<file path="config.mk">
export PLATFORM = sky130hd
export DESIGN_NAME = mdb_bank
export DESIGN_NICKNAME = d
export VERILOG_FILES = /design/src/rtl/mdb_pkg.sv /design/src/rtl/mdb_en_stage.sv /design/src/rtl/mdb_bank.sv
export SDC_FILE = /design/constraint.sdc
export NUM_CORES = 1
export LEC_CHECK = 0
export ABC_AREA = 1
export BUFFER_PORTS_ARGS = -buffer_cell sky130_fd_sc_hd__clkbuf_2
export CAP_MARGIN = 20
export CORE_UTILIZATION = 35
export CTS_BUF_LIST = sky130_fd_sc_hd__clkbuf_16
export CTS_CLUSTER_DIAMETER = 30
export DETAILED_ROUTE_END_ITERATION = 16
export PLACE_DENSITY = 0.56
export SETUP_SLACK_MARGIN = 0.05
export SLEW_MARGIN = 5
export SYNTH_ARGS = -nofsm -noshare
export SYNTH_HDL_FRONTEND = slang
export SYNTH_SLANG_ARGS = --single-unit
</file>
<file path="constraint.sdc">
create_clock -name mclk -period 1.6 [get_ports mclk]
set_input_delay 0.16 -clock mclk [delete_from_list [all_inputs] [get_ports mclk]]
set_output_delay 0.16 -clock mclk [all_outputs]
set_load 0.05 [all_outputs]
</file>
<file path="src/rtl/mdb_pkg.sv">
// constants for the peripheral module disable bank
package mdb_pkg;

	// ------------------------------------------------------------
	// register bus geometry
	// ------------------------------------------------------------
	localparam int unsigned ADDR_W = 4;
	localparam int unsigned DATA_W = 16;
	localparam logic [ADDR_W-1:0] ADDR_CTRL_A = 4'h0;
	localparam logic [ADDR_W-1:0] ADDR_CTRL_B = 4'h1;
	localparam logic [ADDR_W-1:0] ADDR_CTRL_C = 4'h2;
	localparam logic [ADDR_W-1:0] ADDR_CTRL_D = 4'h3;
	localparam logic [DATA_W-1:0] RESET_VALUE = 16'h0000;
	localparam logic [DATA_W-1:0] UNMAPPED_READ = 16'h0000;

	// ------------------------------------------------------------
	// implemented bit masks
	// ------------------------------------------------------------
	// base bits of control a: timers 15..11, serial units 7..3, adc 0
	localparam logic [DATA_W-1:0] MASK_A_BASE = 16'hF8F9;
	// motor-control variant bits: quad decoder 10, motor pwm 9
	localparam logic [DATA_W-1:0] MASK_A_MOTOR = 16'h0600;
	// can variant bit 1
	localparam logic [DATA_W-1:0] MASK_A_CAN = 16'h0002;
	localparam logic [DATA_W-1:0] MASK_B = 16'h0F0F;
	localparam logic [DATA_W-1:0] MASK_C = 16'h0482;
	localparam logic [DATA_W-1:0] MASK_D = 16'h000C;

	// ------------------------------------------------------------
	// field positions
	// ------------------------------------------------------------
	localparam int unsigned TIMER_FIVE_OFF = 15;
	localparam int unsigned TIMER_FOUR_OFF = 14;
	localparam int unsigned TIMER_THREE_OFF = 13;
	localparam int unsigned TIMER_TWO_OFF = 12;
	localparam int unsigned TIMER_ONE_OFF = 11;
	localparam int unsigned QUAD_DECODER_OFF = 10;
	localparam int unsigned MOTOR_PWM_OFF = 9;
	localparam int unsigned I2C_FIRST_OFF = 7;
	localparam int unsigned UART_SECOND_OFF = 6;
	localparam int unsigned UART_FIRST_OFF = 5;
	localparam int unsigned SPI_SECOND_OFF = 4;
	localparam int unsigned SPI_FIRST_OFF = 3;
	localparam int unsigned CAN_CTRL_OFF = 1;
	localparam int unsigned ADC_OFF = 0;
	localparam int unsigned CAPTURE_FOUR_OFF = 11;
	localparam int unsigned CAPTURE_THREE_OFF = 10;
	localparam int unsigned CAPTURE_TWO_OFF = 9;
	localparam int unsigned CAPTURE_ONE_OFF = 8;
	localparam int unsigned COMPARE_FOUR_OFF = 3;
	localparam int unsigned COMPARE_THREE_OFF = 2;
	localparam int unsigned COMPARE_TWO_OFF = 1;
	localparam int unsigned COMPARE_ONE_OFF = 0;
	localparam int unsigned COMPARATOR_OFF = 10;
	localparam int unsigned CRC_ENGINE_OFF = 7;
	localparam int unsigned I2C_SECOND_OFF = 1;
	localparam int unsigned REF_CLOCK_OUT_OFF = 3;
	localparam int unsigned CHARGE_TIME_UNIT_OFF = 2;

	// lsb of each register inside the flat enable vector
	localparam int unsigned LSB_A = 0;
	localparam int unsigned LSB_B = 16;
	localparam int unsigned LSB_C = 32;
	localparam int unsigned LSB_D = 48;
	localparam int unsigned EN_W = 64;

	// ------------------------------------------------------------
	// timing
	// ------------------------------------------------------------
	localparam int unsigned CLK_PERIOD_NS = 20;
	localparam int unsigned INSTR_CYCLE_NS = 20;
	// settle delay rounds up, never below one clock
	localparam int unsigned INSTR_CYCLE_CLKS = (INSTR_CYCLE_NS + CLK_PERIOD_NS - 1) / CLK_PERIOD_NS < 1 ? 1 :
		(INSTR_CYCLE_NS + CLK_PERIOD_NS - 1) / CLK_PERIOD_NS;

endpackage : mdb_pkg

</file>
<file path="src/rtl/mdb_en_stage.sv">
// delay line that retimes peripheral enables by one instruction cycle
`timescale 1ns/10ps
module mdb_en_stage #(
	parameter int unsigned WIDTH = mdb_pkg::EN_W,
	parameter int unsigned STAGES = mdb_pkg::INSTR_CYCLE_CLKS
) (
	// clock and reset
	input wire logic mclk,
	input wire logic rst_n,
	input wire logic ce,
	// enables in and retimed enables out
	input wire logic [WIDTH-1:0] en_in,
	output logic [WIDTH-1:0] en_out
);

	// ------------------------------------------------------------
	// pipeline storage
	// ------------------------------------------------------------
	logic [WIDTH-1:0] pipe_r [STAGES];
	logic [WIDTH-1:0] pipe_nxt [STAGES];

	// shift by one slot per enabled clock, hold while ce is low
	always_comb
	begin
		for (int i = 0; i < STAGES; i++)
		begin
			if (!ce)
				pipe_nxt[i] = pipe_r[i];
			else if (i == 0)
				pipe_nxt[i] = en_in;
			else
				pipe_nxt[i] = pipe_r[i-1];
		end
	end

	// reset to all ones: peripherals start enabled
	always_ff @(posedge mclk)
	begin
		for (int i = 0; i < STAGES; i++)
		begin
			if (!rst_n)
				pipe_r[i] <= {WIDTH{1'b1}};
			else
				pipe_r[i] <= pipe_nxt[i];
		end
	end

	assign en_out = pipe_r[STAGES-1];
endmodule : mdb_en_stage

</file>
<file path="src/rtl/mdb_bank.sv">
// peripheral module disable register bank with retimed enables
//
// The strobed register port and the placing of the registers were decided locally.
`timescale 1ns/10ps

// Notes on behaviour
// - control a bits 15..11 switch off timers five down to one
// - control a bit 10 quad decoder, bit 9 motor pwm, motor variants only
// - control a bits 7..3: i2c one, uart two, uart one, spi two, spi one
// - control a bit 1 can controller on some variants, bit 0 the adc
// - control a bits 8 and 2 read zero, writes ignored
// - control b bits 11..8 switch off capture channels four down to one
// - control b bits 3..0 switch off compare channels four down to one
// - unlisted bits in control b, c, d read zero
// - control c bit 10 switches off the comparator
// - control c bit 7 crc engine, bit 1 second i2c
// - control d bit 3 reference clock output, bit 2 charge time unit
// - implemented bits read and write, clear at reset so all start enabled
// - enable changes one instruction cycle after its bit changes
// - disabled peripheral loses clocks and register access via its enable
module mdb_bank #(
	parameter bit HAS_MOTOR_CTRL = 1'b1,
	parameter bit HAS_CAN = 1'b1
) (
	// clock, reset, freeze
	input wire logic mclk,
	input wire logic rst_n,
	input wire logic ce,
	// register port
	input wire logic [mdb_pkg::ADDR_W-1:0] addr,
	input wire logic [mdb_pkg::DATA_W-1:0] wr_data,
	input wire logic wr_stb,
	input wire logic rd_stb,
	output logic [mdb_pkg::DATA_W-1:0] rd_data,
	// timer enables
	output logic timer_five_en,
	output logic timer_four_en,
	output logic timer_three_en,
	output logic timer_two_en,
	output logic timer_one_en,
	// motor-control enables
	output logic quad_decoder_en,
	output logic motor_pwm_en,
	// serial unit enables
	output logic i2c_first_en,
	output logic uart_second_en,
	output logic uart_first_en,
	output logic spi_second_en,
	output logic spi_first_en,
	output logic can_ctrl_en,
	output logic i2c_second_en,
	// analog and misc enables
	output logic adc_en,
	output logic comparator_en,
	output logic crc_engine_en,
	output logic ref_clock_out_en,
	output logic charge_time_unit_en,
	// capture and compare enables
	output logic capture_four_en,
	output logic capture_three_en,
	output logic capture_two_en,
	output logic capture_one_en,
	output logic compare_four_en,
	output logic compare_three_en,
	output logic compare_two_en,
	output logic compare_one_en
);

	// ------------------------------------------------------------
	// implemented masks per variant
	// ------------------------------------------------------------
	localparam logic [mdb_pkg::DATA_W-1:0] MASK_A = mdb_pkg::MASK_A_BASE
		| (HAS_MOTOR_CTRL ? mdb_pkg::MASK_A_MOTOR : mdb_pkg::RESET_VALUE)
		| (HAS_CAN ? mdb_pkg::MASK_A_CAN : mdb_pkg::RESET_VALUE);

	// ------------------------------------------------------------
	// helpers
	// ------------------------------------------------------------
	// write with unimplemented bits dropped, so they always read zero
	function automatic logic [mdb_pkg::DATA_W-1:0] mdb_store(
		input logic [mdb_pkg::DATA_W-1:0] held,
		input logic hit,
		input logic [mdb_pkg::DATA_W-1:0] data,
		input logic [mdb_pkg::DATA_W-1:0] mask
	);
		mdb_store = hit ? (data & mask) : held;
	endfunction : mdb_store

	// address match used by the write decode; the read port decodes with its own case
	function automatic logic mdb_hit(
		input logic [mdb_pkg::ADDR_W-1:0] a,
		input logic [mdb_pkg::ADDR_W-1:0] target
	);
		mdb_hit = (a == target);
	endfunction : mdb_hit

	// ------------------------------------------------------------
	// disable registers
	// ------------------------------------------------------------
	logic [mdb_pkg::DATA_W-1:0] ctrl_a_r;
	logic [mdb_pkg::DATA_W-1:0] ctrl_b_r;
	logic [mdb_pkg::DATA_W-1:0] ctrl_c_r;
	logic [mdb_pkg::DATA_W-1:0] ctrl_d_r;
	logic [mdb_pkg::DATA_W-1:0] ctrl_a_nxt;
	logic [mdb_pkg::DATA_W-1:0] ctrl_b_nxt;
	logic [mdb_pkg::DATA_W-1:0] ctrl_c_nxt;
	logic [mdb_pkg::DATA_W-1:0] ctrl_d_nxt;
	logic wr_go;

	// write decode; ce low freezes every register
	// reserved bits masked off
	always_comb
	begin
		wr_go = ce && wr_stb;
		ctrl_a_nxt = mdb_store(ctrl_a_r, wr_go && mdb_hit(addr, mdb_pkg::ADDR_CTRL_A), wr_data, MASK_A);
		ctrl_b_nxt = mdb_store(ctrl_b_r, wr_go && mdb_hit(addr, mdb_pkg::ADDR_CTRL_B), wr_data, mdb_pkg::MASK_B);
		ctrl_c_nxt = mdb_store(ctrl_c_r, wr_go && mdb_hit(addr, mdb_pkg::ADDR_CTRL_C), wr_data, mdb_pkg::MASK_C);
		// reference clock and charge unit bits stored
		ctrl_d_nxt = mdb_store(ctrl_d_r, wr_go && mdb_hit(addr, mdb_pkg::ADDR_CTRL_D), wr_data, mdb_pkg::MASK_D);
	end

	// all disable bits clear at reset
	always_ff @(posedge mclk)
	begin
		if (!rst_n)
		begin
			ctrl_a_r <= mdb_pkg::RESET_VALUE;
			ctrl_b_r <= mdb_pkg::RESET_VALUE;
			ctrl_c_r <= mdb_pkg::RESET_VALUE;
			ctrl_d_r <= mdb_pkg::RESET_VALUE;
		end
		else
		begin
			ctrl_a_r <= ctrl_a_nxt;
			ctrl_b_r <= ctrl_b_nxt;
			ctrl_c_r <= ctrl_c_nxt;
			ctrl_d_r <= ctrl_d_nxt;
		end
	end

	// ------------------------------------------------------------
	// read port
	// ------------------------------------------------------------
	logic [mdb_pkg::DATA_W-1:0] rd_data_r;
	logic [mdb_pkg::DATA_W-1:0] rd_data_nxt;

	// answer one cycle after the strobe, zero in every other cycle while ce is high; ce low holds the last value
	// unlisted bits and unmapped addresses read zero
	always_comb
	begin
		rd_data_nxt = rd_data_r;
		if (ce)
		begin
			rd_data_nxt = mdb_pkg::UNMAPPED_READ;
			if (rd_stb)
			begin
				unique case (addr)
					mdb_pkg::ADDR_CTRL_A: rd_data_nxt = ctrl_a_r;
					mdb_pkg::ADDR_CTRL_B: rd_data_nxt = ctrl_b_r;
					mdb_pkg::ADDR_CTRL_C: rd_data_nxt = ctrl_c_r;
					mdb_pkg::ADDR_CTRL_D: rd_data_nxt = ctrl_d_r;
					default: rd_data_nxt = mdb_pkg::UNMAPPED_READ;
				endcase
			end
		end
	end

	// read data register
	always_ff @(posedge mclk)
	begin
		if (!rst_n)
			rd_data_r <= mdb_pkg::UNMAPPED_READ;
		else
			rd_data_r <= rd_data_nxt;
	end

	assign rd_data = rd_data_r;

	// ------------------------------------------------------------
	// enable generation
	// ------------------------------------------------------------
	localparam logic [mdb_pkg::EN_W-1:0] EN_MASK = {mdb_pkg::MASK_D, mdb_pkg::MASK_C, mdb_pkg::MASK_B, MASK_A};
	logic [mdb_pkg::EN_W-1:0] en_raw;
	logic [mdb_pkg::EN_W-1:0] en_stage_q;
	logic [mdb_pkg::EN_W-1:0] en_q;

	// enable is the inverse of the disable bit
	// an absent unit stays disabled whatever the bit says
	assign en_raw = ~{ctrl_d_r, ctrl_c_r, ctrl_b_r, ctrl_a_r} & EN_MASK;

	mdb_en_stage #(
		.WIDTH(mdb_pkg::EN_W),
		.STAGES(mdb_pkg::INSTR_CYCLE_CLKS)
	) u_en_stage (
		.mclk(mclk),
		.rst_n(rst_n),
		.ce(ce),
		.en_in(en_raw),
		.en_out(en_stage_q)
	);

	// stage resets to all ones, so absent units are masked again here
	assign en_q = en_stage_q & EN_MASK;

	// enables gate clocks and register access downstream
	// enables of every unit, picked by register lsb and bit position
	assign timer_five_en = en_q[mdb_pkg::LSB_A + mdb_pkg::TIMER_FIVE_OFF];
	assign timer_four_en = en_q[mdb_pkg::LSB_A + mdb_pkg::TIMER_FOUR_OFF];
	assign timer_three_en = en_q[mdb_pkg::LSB_A + mdb_pkg::TIMER_THREE_OFF];
	assign timer_two_en = en_q[mdb_pkg::LSB_A + mdb_pkg::TIMER_TWO_OFF];
	assign timer_one_en = en_q[mdb_pkg::LSB_A + mdb_pkg::TIMER_ONE_OFF];
	assign quad_decoder_en = en_q[mdb_pkg::LSB_A + mdb_pkg::QUAD_DECODER_OFF];
	assign motor_pwm_en = en_q[mdb_pkg::LSB_A + mdb_pkg::MOTOR_PWM_OFF];
	assign i2c_first_en = en_q[mdb_pkg::LSB_A + mdb_pkg::I2C_FIRST_OFF];
	assign uart_second_en = en_q[mdb_pkg::LSB_A + mdb_pkg::UART_SECOND_OFF];
	assign uart_first_en = en_q[mdb_pkg::LSB_A + mdb_pkg::UART_FIRST_OFF];
	assign spi_second_en = en_q[mdb_pkg::LSB_A + mdb_pkg::SPI_SECOND_OFF];
	assign spi_first_en = en_q[mdb_pkg::LSB_A + mdb_pkg::SPI_FIRST_OFF];
	assign can_ctrl_en = en_q[mdb_pkg::LSB_A + mdb_pkg::CAN_CTRL_OFF];
	assign adc_en = en_q[mdb_pkg::LSB_A + mdb_pkg::ADC_OFF];
	assign capture_four_en = en_q[mdb_pkg::LSB_B + mdb_pkg::CAPTURE_FOUR_OFF];
	assign capture_three_en = en_q[mdb_pkg::LSB_B + mdb_pkg::CAPTURE_THREE_OFF];
	assign capture_two_en = en_q[mdb_pkg::LSB_B + mdb_pkg::CAPTURE_TWO_OFF];
	assign capture_one_en = en_q[mdb_pkg::LSB_B + mdb_pkg::CAPTURE_ONE_OFF];
	assign compare_four_en = en_q[mdb_pkg::LSB_B + mdb_pkg::COMPARE_FOUR_OFF];
	assign compare_three_en = en_q[mdb_pkg::LSB_B + mdb_pkg::COMPARE_THREE_OFF];
	assign compare_two_en = en_q[mdb_pkg::LSB_B + mdb_pkg::COMPARE_TWO_OFF];
	assign compare_one_en = en_q[mdb_pkg::LSB_B + mdb_pkg::COMPARE_ONE_OFF];
	assign comparator_en = en_q[mdb_pkg::LSB_C + mdb_pkg::COMPARATOR_OFF];
	assign crc_engine_en = en_q[mdb_pkg::LSB_C + mdb_pkg::CRC_ENGINE_OFF];
	assign i2c_second_en = en_q[mdb_pkg::LSB_C + mdb_pkg::I2C_SECOND_OFF];
	assign ref_clock_out_en = en_q[mdb_pkg::LSB_D + mdb_pkg::REF_CLOCK_OUT_OFF];
	assign charge_time_unit_en = en_q[mdb_pkg::LSB_D + mdb_pkg::CHARGE_TIME_UNIT_OFF];
endmodule : mdb_bank

</file>
Word-level counts from Yosys, hierarchy flattened
Memory sizes are Yosys's and may differ from the RTL's.
Index checks and enable logic that the tools add are counted.
{ "word_totals": {"output_inout_bits": 43, "in_bits": 25, "ramBits": 64, "romBits": 0, "word_cells": 24, "mem_count": 1, "register_bits": 43, "latchBits": 0} }
{ "classes": {"n_lt_le_gt_ge": 0, "eq_ne": 3, "n_reduce_logical": 7, "shift": 0, "mul": 0, "add_sub_neg": 0, "mux": 7, "n_div": 0, "n_bitwise": 1} }
{ "memory_table": {"columns": ["name", "words", "word_bits", "rd", "rd_ports_with_merged_regs", "write_ports", "line_no", "rtl"], "rows": [
  ["u_en_stage.pipe_r", 1, 64, 1, 0, 1, "mdb_en_stage.sv:19", "logic [WIDTH-1:0] pipe_r [STAGES];"]
]} }
{ "op_table": {"columns": ["op", "n"], "rows": [
  ["64-bit 2-to-1 mux", 2],
  ["16-bit one-hot mux with 4 select lines", 1],
  ["64-bit OR reduction", 1],
  ["52-bit NOT", 1],
  ["16-bit 2-to-1 mux", 1],
  ["4-bit by 2-bit equality test with 1-bit output, second input constant", 2],
  ["1-bit logical AND", 5],
  ["4-bit by 1-bit equality test with 1-bit output, second input constant", 1],
  ["4-bit zero test", 1],
  ["1-bit 2-to-1 mux", 3]
]} }

Longest topological paths before layout
Gate-level depths: netlist (run 1).
{ "logic_depth": {"depth_word": 3, "depth_mapped": 7, "ltp_nobuf": 7} }

Modules after synthesis
Synthesis (run 1) repeated with hierarchy kept, for this count alone.
{ "hier_totals": {"hier_cells": 519, "area_unflattened_um2": 4062.6} }
{ "modules_own_cells": {"columns": ["module", "seq_area_each_um2", "instances", "cells_per_inst", "area_per_inst_um2"], "rows": [
  ["mdb_en_stage", 1281.2, 1, 277, 2240.9],
  ["mdb_bank", 860.8, 1, 242, 1821.7]
]} }

Least setup slack after synthesis (run 1)
Ideal clock, no wire load.
{ "synth_timing": {"path_type": "input-to-reg", "start": "in addr[3] (netlist name)", "end": "reg rd_data_r (netlist bit rd_data[2])", "arrival_time_ps": 903, "path_buffers": 0, "t_required_ps": 1533, "slack_ps": 630, "setup_time_ps": 67, "stages": 7, "cell_sequence": "nor2_4 inv_1 nor2_1 nand2_1 nand2_1 nand2_1 a21oi_2"} }
{ "synth_between": {"elab_chain_len": 3, "elab_cells_between_ends": 6, "cone_classes": "eq/ne: 3; mux: 2; reduce/logical: 1"} }
{ "synth_lines": {"columns": ["element", "line_no", "rtl"], "rows": [
  ["from (decl)", "mdb_bank.sv:30", "input wire logic [mdb_pkg::ADDR_W-1:0] addr,"],
  ["4-bit by 2-bit equality test with 1-bit output, or another cell as far along", "mdb_bank.sv:157", "unique case (addr)"],
  ["16-bit one-hot mux with 4 select lines (*)", "mdb_bank.sv:157", null],
  ["16-bit 2-to-1 mux (*)", "mdb_bank.sv:155", "if (rd_stb)"],
  ["to (signal assigned)", "mdb_bank.sv:172", "rd_data_r <= mdb_pkg::UNMAPPED_READ;"],
  ["to (signal assigned)", "mdb_bank.sv:174", "rd_data_r <= rd_data_nxt;"],
  ["to (decl)", "mdb_bank.sv:144", "logic [mdb_pkg::DATA_W-1:0] rd_data_r;"]
]} }
Mark *: on every way between the ends. The rest lies on a longest branch, timed or not.
A chain may end at the register's enable or synchronous reset.

Worst setup path in the final report (run 1)
{ "layout_timing": {"start": "mem u_en_stage.pipe_r[0][1] (netlist name)", "end": "out can_ctrl_en"} }
{ "layout_between": {"elab_chain_len": 1} }
{ "layout_lines": {"columns": ["element", "line_no", "rtl"], "rows": [
  ["from (decl)", "mdb_en_stage.sv:19", null],
  ["memory read 1 x 64 bit", null, null],
  ["to (decl)", "mdb_bank.sv:50", "output logic can_ctrl_en,"]
]} }
No other way between the ends.

==> results by group, run 1 <==
STA
  • Final cycle utilization of the critical path: 70.2%
  • Tmin final: 1120 ps
  • Fmax: approximately 890 MHz
  • Final hold viol count: 0
  • Clock skew: between 2 and 2.5 ps
  • Relative slew slack: 75.6%
  • Worst slew pin tran: 366 ps
  • RSZ-0062 raised after global routing: no
  • Fin Setup TNS: 0 ps
  • Pins Over Slew Limit: 0
  • Final setup violation count: 0

Setup path
  • Worst setup EP type: output pin
  • Reg2Reg Depth: 4
  • Critical Path Stages: 1
  • Maximum fanout along the worst path: 2
  • CP bufs+invs: 1
  • Slowest library cell on the worst path: dfxtp_1
  • Critical R2R Capture: rd_data[1]
  • Kind of critical path: reg -> out
  • FF-to-FF Start: ctrl_a_r[1]
  • CP Capture Point: can_ctrl_en
  • Cell Chain, Critical Path: clkbuf_2
  • Crit-path max cell delay: 350 ps
  • Critical Path Source: u_en_stage.pipe_r[0][1]
  • CP Data Required Time: ~1400 ps
  • CP delay by family, top: flip-flops
  • CP arrival: 960 ps
  • R2r setup slk: around 740 ps
  • Crit path launch type: flip-flop

Clocking
  • TritonCTS Buffers: 9
  • H-tree levels: 3
  • Clock Pin Slew Worst Setup and Hold Paths: 50 ps
  • Hold buffer count at cts: 0
  • Post-CTS Resized: 0
  • CTS tree: built
  • Clk root buf: clkbuf_16
  • Postcts setup bufs: 0
  • Clock latency at the later pin of the worst-skew pair: roughly 320 ps
  • TritonCTS Sinks: 70
  • Clock buffer depth: 2

Placement
  • Port Buffers: 67
  • Final HPWL DP: 4520 um
  • Final Wtd Congestion: just over 0.8
  • Dpl cell area: 0.00306 mm2

Floorplan
  • Die height: 88.8 um
  • Die area: ~0.0079 mm2
  • Cell Rows: 31
  • Die width: 88.8 um
  • Total core area: 0.00725 mm2
  • Io pins: 68
  • Initial Util: 36.3%

Detailed routing
  • Drt first pass iters: 4
  • Final ANT Viol Nets: 0
  • Drt wl/cell: about 13 um
  • Avg Vias per Cell: approximately 4.8
  • Final wirelength: ~6600 um
  • Drt drc: 0
  • Routed via count: approximately 2.3k
  • Number of DRC markers in iteration 0: 127

Pwr
  • Peak supply drop: 0.686 mV
  • Pwr per Cell Area: roughly 1200 mW/mm2
  • Leakage: 1.35 nW

Global routing
  • Vias in the first global route: between 2k and 2.5k
  • First-pass GRT wire length: 10600 um
  • Number of antenna violations at the first check in global routing: 0
  • Pin count of the biggest net entering global routing: 71
  • Total congestion overflow: 0
  • Total GRT Usage: between 10% and 20%

Synthesis
  • Synth area leader: dfxtp_1
  • Top cells by area, synth: dfxtp_1, a21oi_1, o21ai_0
  • Post-synth top area share: 53.2%
  • Register area share after synthesis: between 50% and 60%
  • Mapped Nets: ~350
  • Yosys cell types: 22
  • FF+latch count, synth: 70
  • Yosys warnings: 0
  • Synth Cell Area: 0.00264 mm2
  • Mapped Cells: 321
  • Syn Area/Cell: 8.21 um2

Layout
  • Fin nets: roughly 410
  • Leading cell type in the layout, fill and taps excluded: dfxtp_1
  • Leading cell types in the layout, fill and taps excluded: dfxtp_1, clkbuf_2, a21oi_1
  • Layout cells sized above 1: roughly 25%
  • Final Cell Area: 0.00332 mm2
  • Final Util: 45.8%
  • Layout Area Growth over Synthesis: 26.0%
  • Antenna cells: 0

Min path
  • Class of the worst hold path: in -> reg

Run status
  • Status: complete, no violations

Job
  • Max-cap violations: 0
## how the worst min path moves through the flow
| stage | from | to | depth (start not counted) |
|---|---|---|---|
| floorplan | rst_n | ctrl_b_r[0] | 2 |
| global placement | wr_data[6] | ctrl_a_r[6] | 3 |
| detailed placement | wr_data[12] | ctrl_a_r[12] | 3 |
| CTS | wr_data[12] | ctrl_a_r[12] | 3 |
| global route | wr_data[13] | ctrl_a_r[13] | 3 |
| finish | wr_data[12] | ctrl_a_r[12] | 3 |
## synthesized netlist by cell type
master    count
inv_2         2
buf_6         4
nor2_4        4
nor2_1       15
nor3b_4       1
buf_2         1
o21ai_1      12
buf_1         1
nand3_1      25
nand2_4       1
nand3_4       1
nand2_2       1
clkinv_1      1
nand2_1      42
a21oi_1      55
inv_1        15
a21oi_2       1
dfxtp_1      70
nor3_1       14
clkbuf_1     13
o21ai_0      40
nor2_2        2
## metal layers
| metal | share of wire, % | GRT usage, % | wire length (um) |
|---|---|---|---|
| met5 | 0 | 0 | 0 |
| met1 | 47 | 23.5 | 3120 |
| met4 | 1.5 | 6.60 | 102 |
| met3 | 4.8 | 6.25 | 317 |
| met2 | 46 | 28.5 | 3060 |
## area by class of cell
| cell class | count | area (um2) |
|---|---|---|
| tap | 99 | 124 |
| clock inverter | 7 | 33.8 |
| sequential | 70 | 1400 |
| fill | 779 | 3930 |
| inverter | 18 | 67.6 |
| clock buffer | 9 | 225 |
| timing repair buffer | 73 | 405 |
| multi-input combinational | 214 | 1060 |
## sequential cells by signal (all words and copies together), names as in the netlist
name	count
ctrl_a_r	14
ctrl_b_r	8
ctrl_c_r	3
ctrl_d_r	2
rd_data	16
u_en_stage.pipe_r	27
## logic make-up after synthesis
family	Yosys count	share of synthesized area, %
flip-flops	70	53.2
AO/OA/AOI/OAI	108	20.6
AND/OR/NAND/NOR	106	19.7
buffers and inverters	37	6.45
## stage by stage
stage / setup WS (ps) / instances / total power, W / hold WS, ps
2_1_floorplan: 630 / 321 / 0.00210 / 298
3_3_place_gp: 275 / 474 / 0.00222 / 397
3_5_place_dp: 245 / 474 / 0.00222 / 408
4_1_cts: 463 / 490 / 0.00394 / 63.9
5_1_grt: 435 / 490 / 0.00406 / 78.5
6_report: 478 / 490 / 0.00390 / 73.4
## power by group
part	total, W	switching, W	leakage, nW	internal, W
registers	0.00181	0.0000249	0.570	0.00179
clock network	0.00171	0.000692	0.135	0.00102
logic	0.000370	0.000272	0.648	0.0000976
(Power assumes the default switching activity.)
==> inputs of run 2 (changes only) <==
==> constraint.sdc (replaced) <==
create_clock -name mclk -period 1.2 [get_ports mclk]
set_input_delay 0.12 -clock mclk [delete_from_list [all_inputs] [get_ports mclk]]
set_output_delay 0.12 -clock mclk [all_outputs]
set_load 0.05 [all_outputs]
==> results by group, run 2 (same netlist as run 1, synthesis figures left out) <==
Layout
  • Layout Area Growth over Synthesis: 29.6%
  • Final Util: 47.1% (+1.3 points)
  • Leading cell types in the layout, fill and taps excluded: dfxtp_1, clkbuf_2, a21oi_1
  • Max reg flops: 27 (unchanged)
  • Layout cells sized above 1: 26.7% (+1.4 points)
  • Leading cell type in the layout, fill and taps excluded: dfxtp_1
  • Fin nets: 417 (+1.5%)
  • Fin cells: 496 (+1.2%)
  • Biggest register: u_en_stage.pipe_r
  • Antenna cells: 0 (unchanged)

Clocking
  • Hold buffer count at cts: 0 (unchanged)
  • Clock latency at the later pin of the worst-skew pair: 320 ps (about the same)
  • Post-CTS Resized: 0 (unchanged)
  • Clk root buf: clkbuf_16
  • H-tree levels: 3 (unchanged)
  • CTS tree: built
  • Clock buffer depth: 2 (unchanged)
  • Postcts setup bufs: 0 (unchanged)
  • TritonCTS Buffers: 9 (unchanged)
  • TritonCTS Sinks: 70 (unchanged)
  • Clock Pin Slew Worst Setup and Hold Paths: 50 ps (about the same)

Placement
  • Final HPWL DP: 4660 um (+3.1%)
  • Final Wtd Congestion: 0.822 (+0.39%)
  • Port Buffers: 67 (unchanged)
  • Placed insts: 480 (+1.3%)

Detailed routing
  • Avg Vias per Cell: 4.72 (-1.2%)
  • Number of DRC markers in iteration 0: 113 (-11%)
  • Drt drc: 0 (unchanged)
  • Final ANT Viol Nets: 0 (unchanged)
  • Drt wl/cell: 13.1 um (-2.8%)
  • Routed via count: 2339 (+0.043%)
  • Final wirelength: 6500 um (-1.6%)
  • Drt first pass iters: 4 (unchanged)

STA
  • Worst slew pin tran: 343 ps (-22.3 ps)
  • Pins Over Slew Limit: 0 (unchanged)
  • Fin Setup TNS: 0 ps (unchanged)
  • Final cycle utilization of the critical path: between 80% and 90%
  • Relative slew slack: 77.1% (+1.5 points)
  • Fmax: slightly above 900 MHz
  • RSZ-0062 raised after global routing: no
  • Final hold viol count: 0 (unchanged)
  • Final setup violation count: 0 (unchanged)
  • Clock skew: 5.17 ps (+2.97 ps)
  • Tmin final: 1080 ps

Global routing
  • Number of antenna violations at the first check in global routing: 0 (unchanged)
  • Total congestion overflow: 0 (unchanged)
  • Pin count of the biggest net entering global routing: 71 (unchanged)
  • Total GRT Usage: 18.2% (-0.10 points)
  • First-pass GRT wire length: 10600 um (+0.39%)
  • Vias in the first global route: 2214 (+3.7%)

Setup path
  • CP Data Required Time: 1080 ps (-360 ps)
  • Reg2Reg Depth: 4 (unchanged)
  • Worst setup EP type: output pin
  • CP arrival: 960 ps (about the same)
  • Crit-path max cell delay: 350 ps (about the same)
  • R2r setup slk: 360 ps (-380 ps)
  • Kind of critical path: reg -> out
  • Critical R2R Capture: rd_data[10]
  • FF-to-FF Start: ctrl_a_r[10]
  • Crit path launch type: flip-flop
  • Slowest library cell on the worst path: dfxtp_1
  • Cell Chain, Critical Path: clkbuf_2
  • CP bufs+invs: 1 (unchanged)
  • CP delay by family, top: flip-flops
  • Maximum fanout along the worst path: 2 (unchanged)

Floorplan
  • Die height: 88.8 um (unchanged)
  • Total core area: 0.00725 mm2 (unchanged)
  • Die area: 0.00788 mm2 (unchanged)
  • Cell Rows: 31 (unchanged)
  • Initial Util: 36.3% (unchanged)
  • Io pins: 68 (unchanged)
  • Die width: 88.8 um (unchanged)

Min path
  • Worst Hold Depth: 3 (unchanged)
  • Class of the worst hold path: in -> reg
  • Hold Startpoint: wr_data[6]
  • End of the worst hold path: ctrl_a_r[6]

Job
  • Max-cap violations: 0 (unchanged)

Pwr
  • Total power: 0.00542 W (+39%)
  • Peak supply drop: 0.872 mV (+27%)
  • Leakage: 1.41 nW (+3.9%)
  • Pwr per Cell Area: 1590 mW/mm2 (+35%)

Run status
  • Status: complete, no violations
==> run 2: cell count changes in the layout (fill, tap and decap cells not counted) <==
cell,previous run,this run
bufinv_16,0,1
clkinv_1,2,1
clkinv_2,3,4
clkinvlp_4,1,0
buf_12,2,4
buf_4,4,8
==> run 2: layer usage <==
metal	vias to the layer above	GRT usage, %	part of all wire [%]
li1	1234	-	-
met1	1041	22.2	46
met2	55	29.9	48
met3	9	5.32	4.1
met4	0	7.77	1.8
met5	-	0	0
==> run 2: stage by stage <==
step,instance area (um2),hold slack [ps],worst slack [ps]
floorplan,2640,258,270
global placement,3130,360,62.1
detailed placement,3130,362,36.7
CTS,3420,26.0,119
global route,3420,34.2,71.8
finish,3420,31.1,121
==> run 2: how the worst max path moves through the flow <==
stage | start | end | slack [ps] | cells past startpoint
after floorplan | rd_data[2] | rd_data[2] | 270 | 2
after global placement | addr[3] | ctrl_a_r[4] | 60 | 7
after detailed placement | addr[3] | ctrl_a_r[3] | 40 | 7
after CTS | u_en_stage.pipe_r[0][7] | i2c_first_en | 120 | 1
after global routing | u_en_stage.pipe_r[0][1] | can_ctrl_en | 70 | 1
final | u_en_stage.pipe_r[0][7] | i2c_first_en | 120 | 1
==> run 2: cell type report <==
type                    count  area (um2)
flip-flops and latches     70        1400
repair buffers             79         475
fillers                   755        3840
multi-input cells         214        1060
clock inverters             7        57.6
well taps                  99         124
inverters                  18        67.6
clock buffers               9         225
==> run 2: tightest hold or removal path, stage by stage <==
cell	delay, ps
clkbuf_2	80
nor3_1	40
nor2_1	80
==> run 2: where the power goes <==
part / total (W) / switching (W) / internal [W] / leakage [nW]
combinational: 0.000514 / 0.000364 / 0.000150 / 0.685
sequential: 0.00242 / 0.0000330 / 0.00238 / 0.570
clock: 0.00249 / 0.000915 / 0.00158 / 0.151
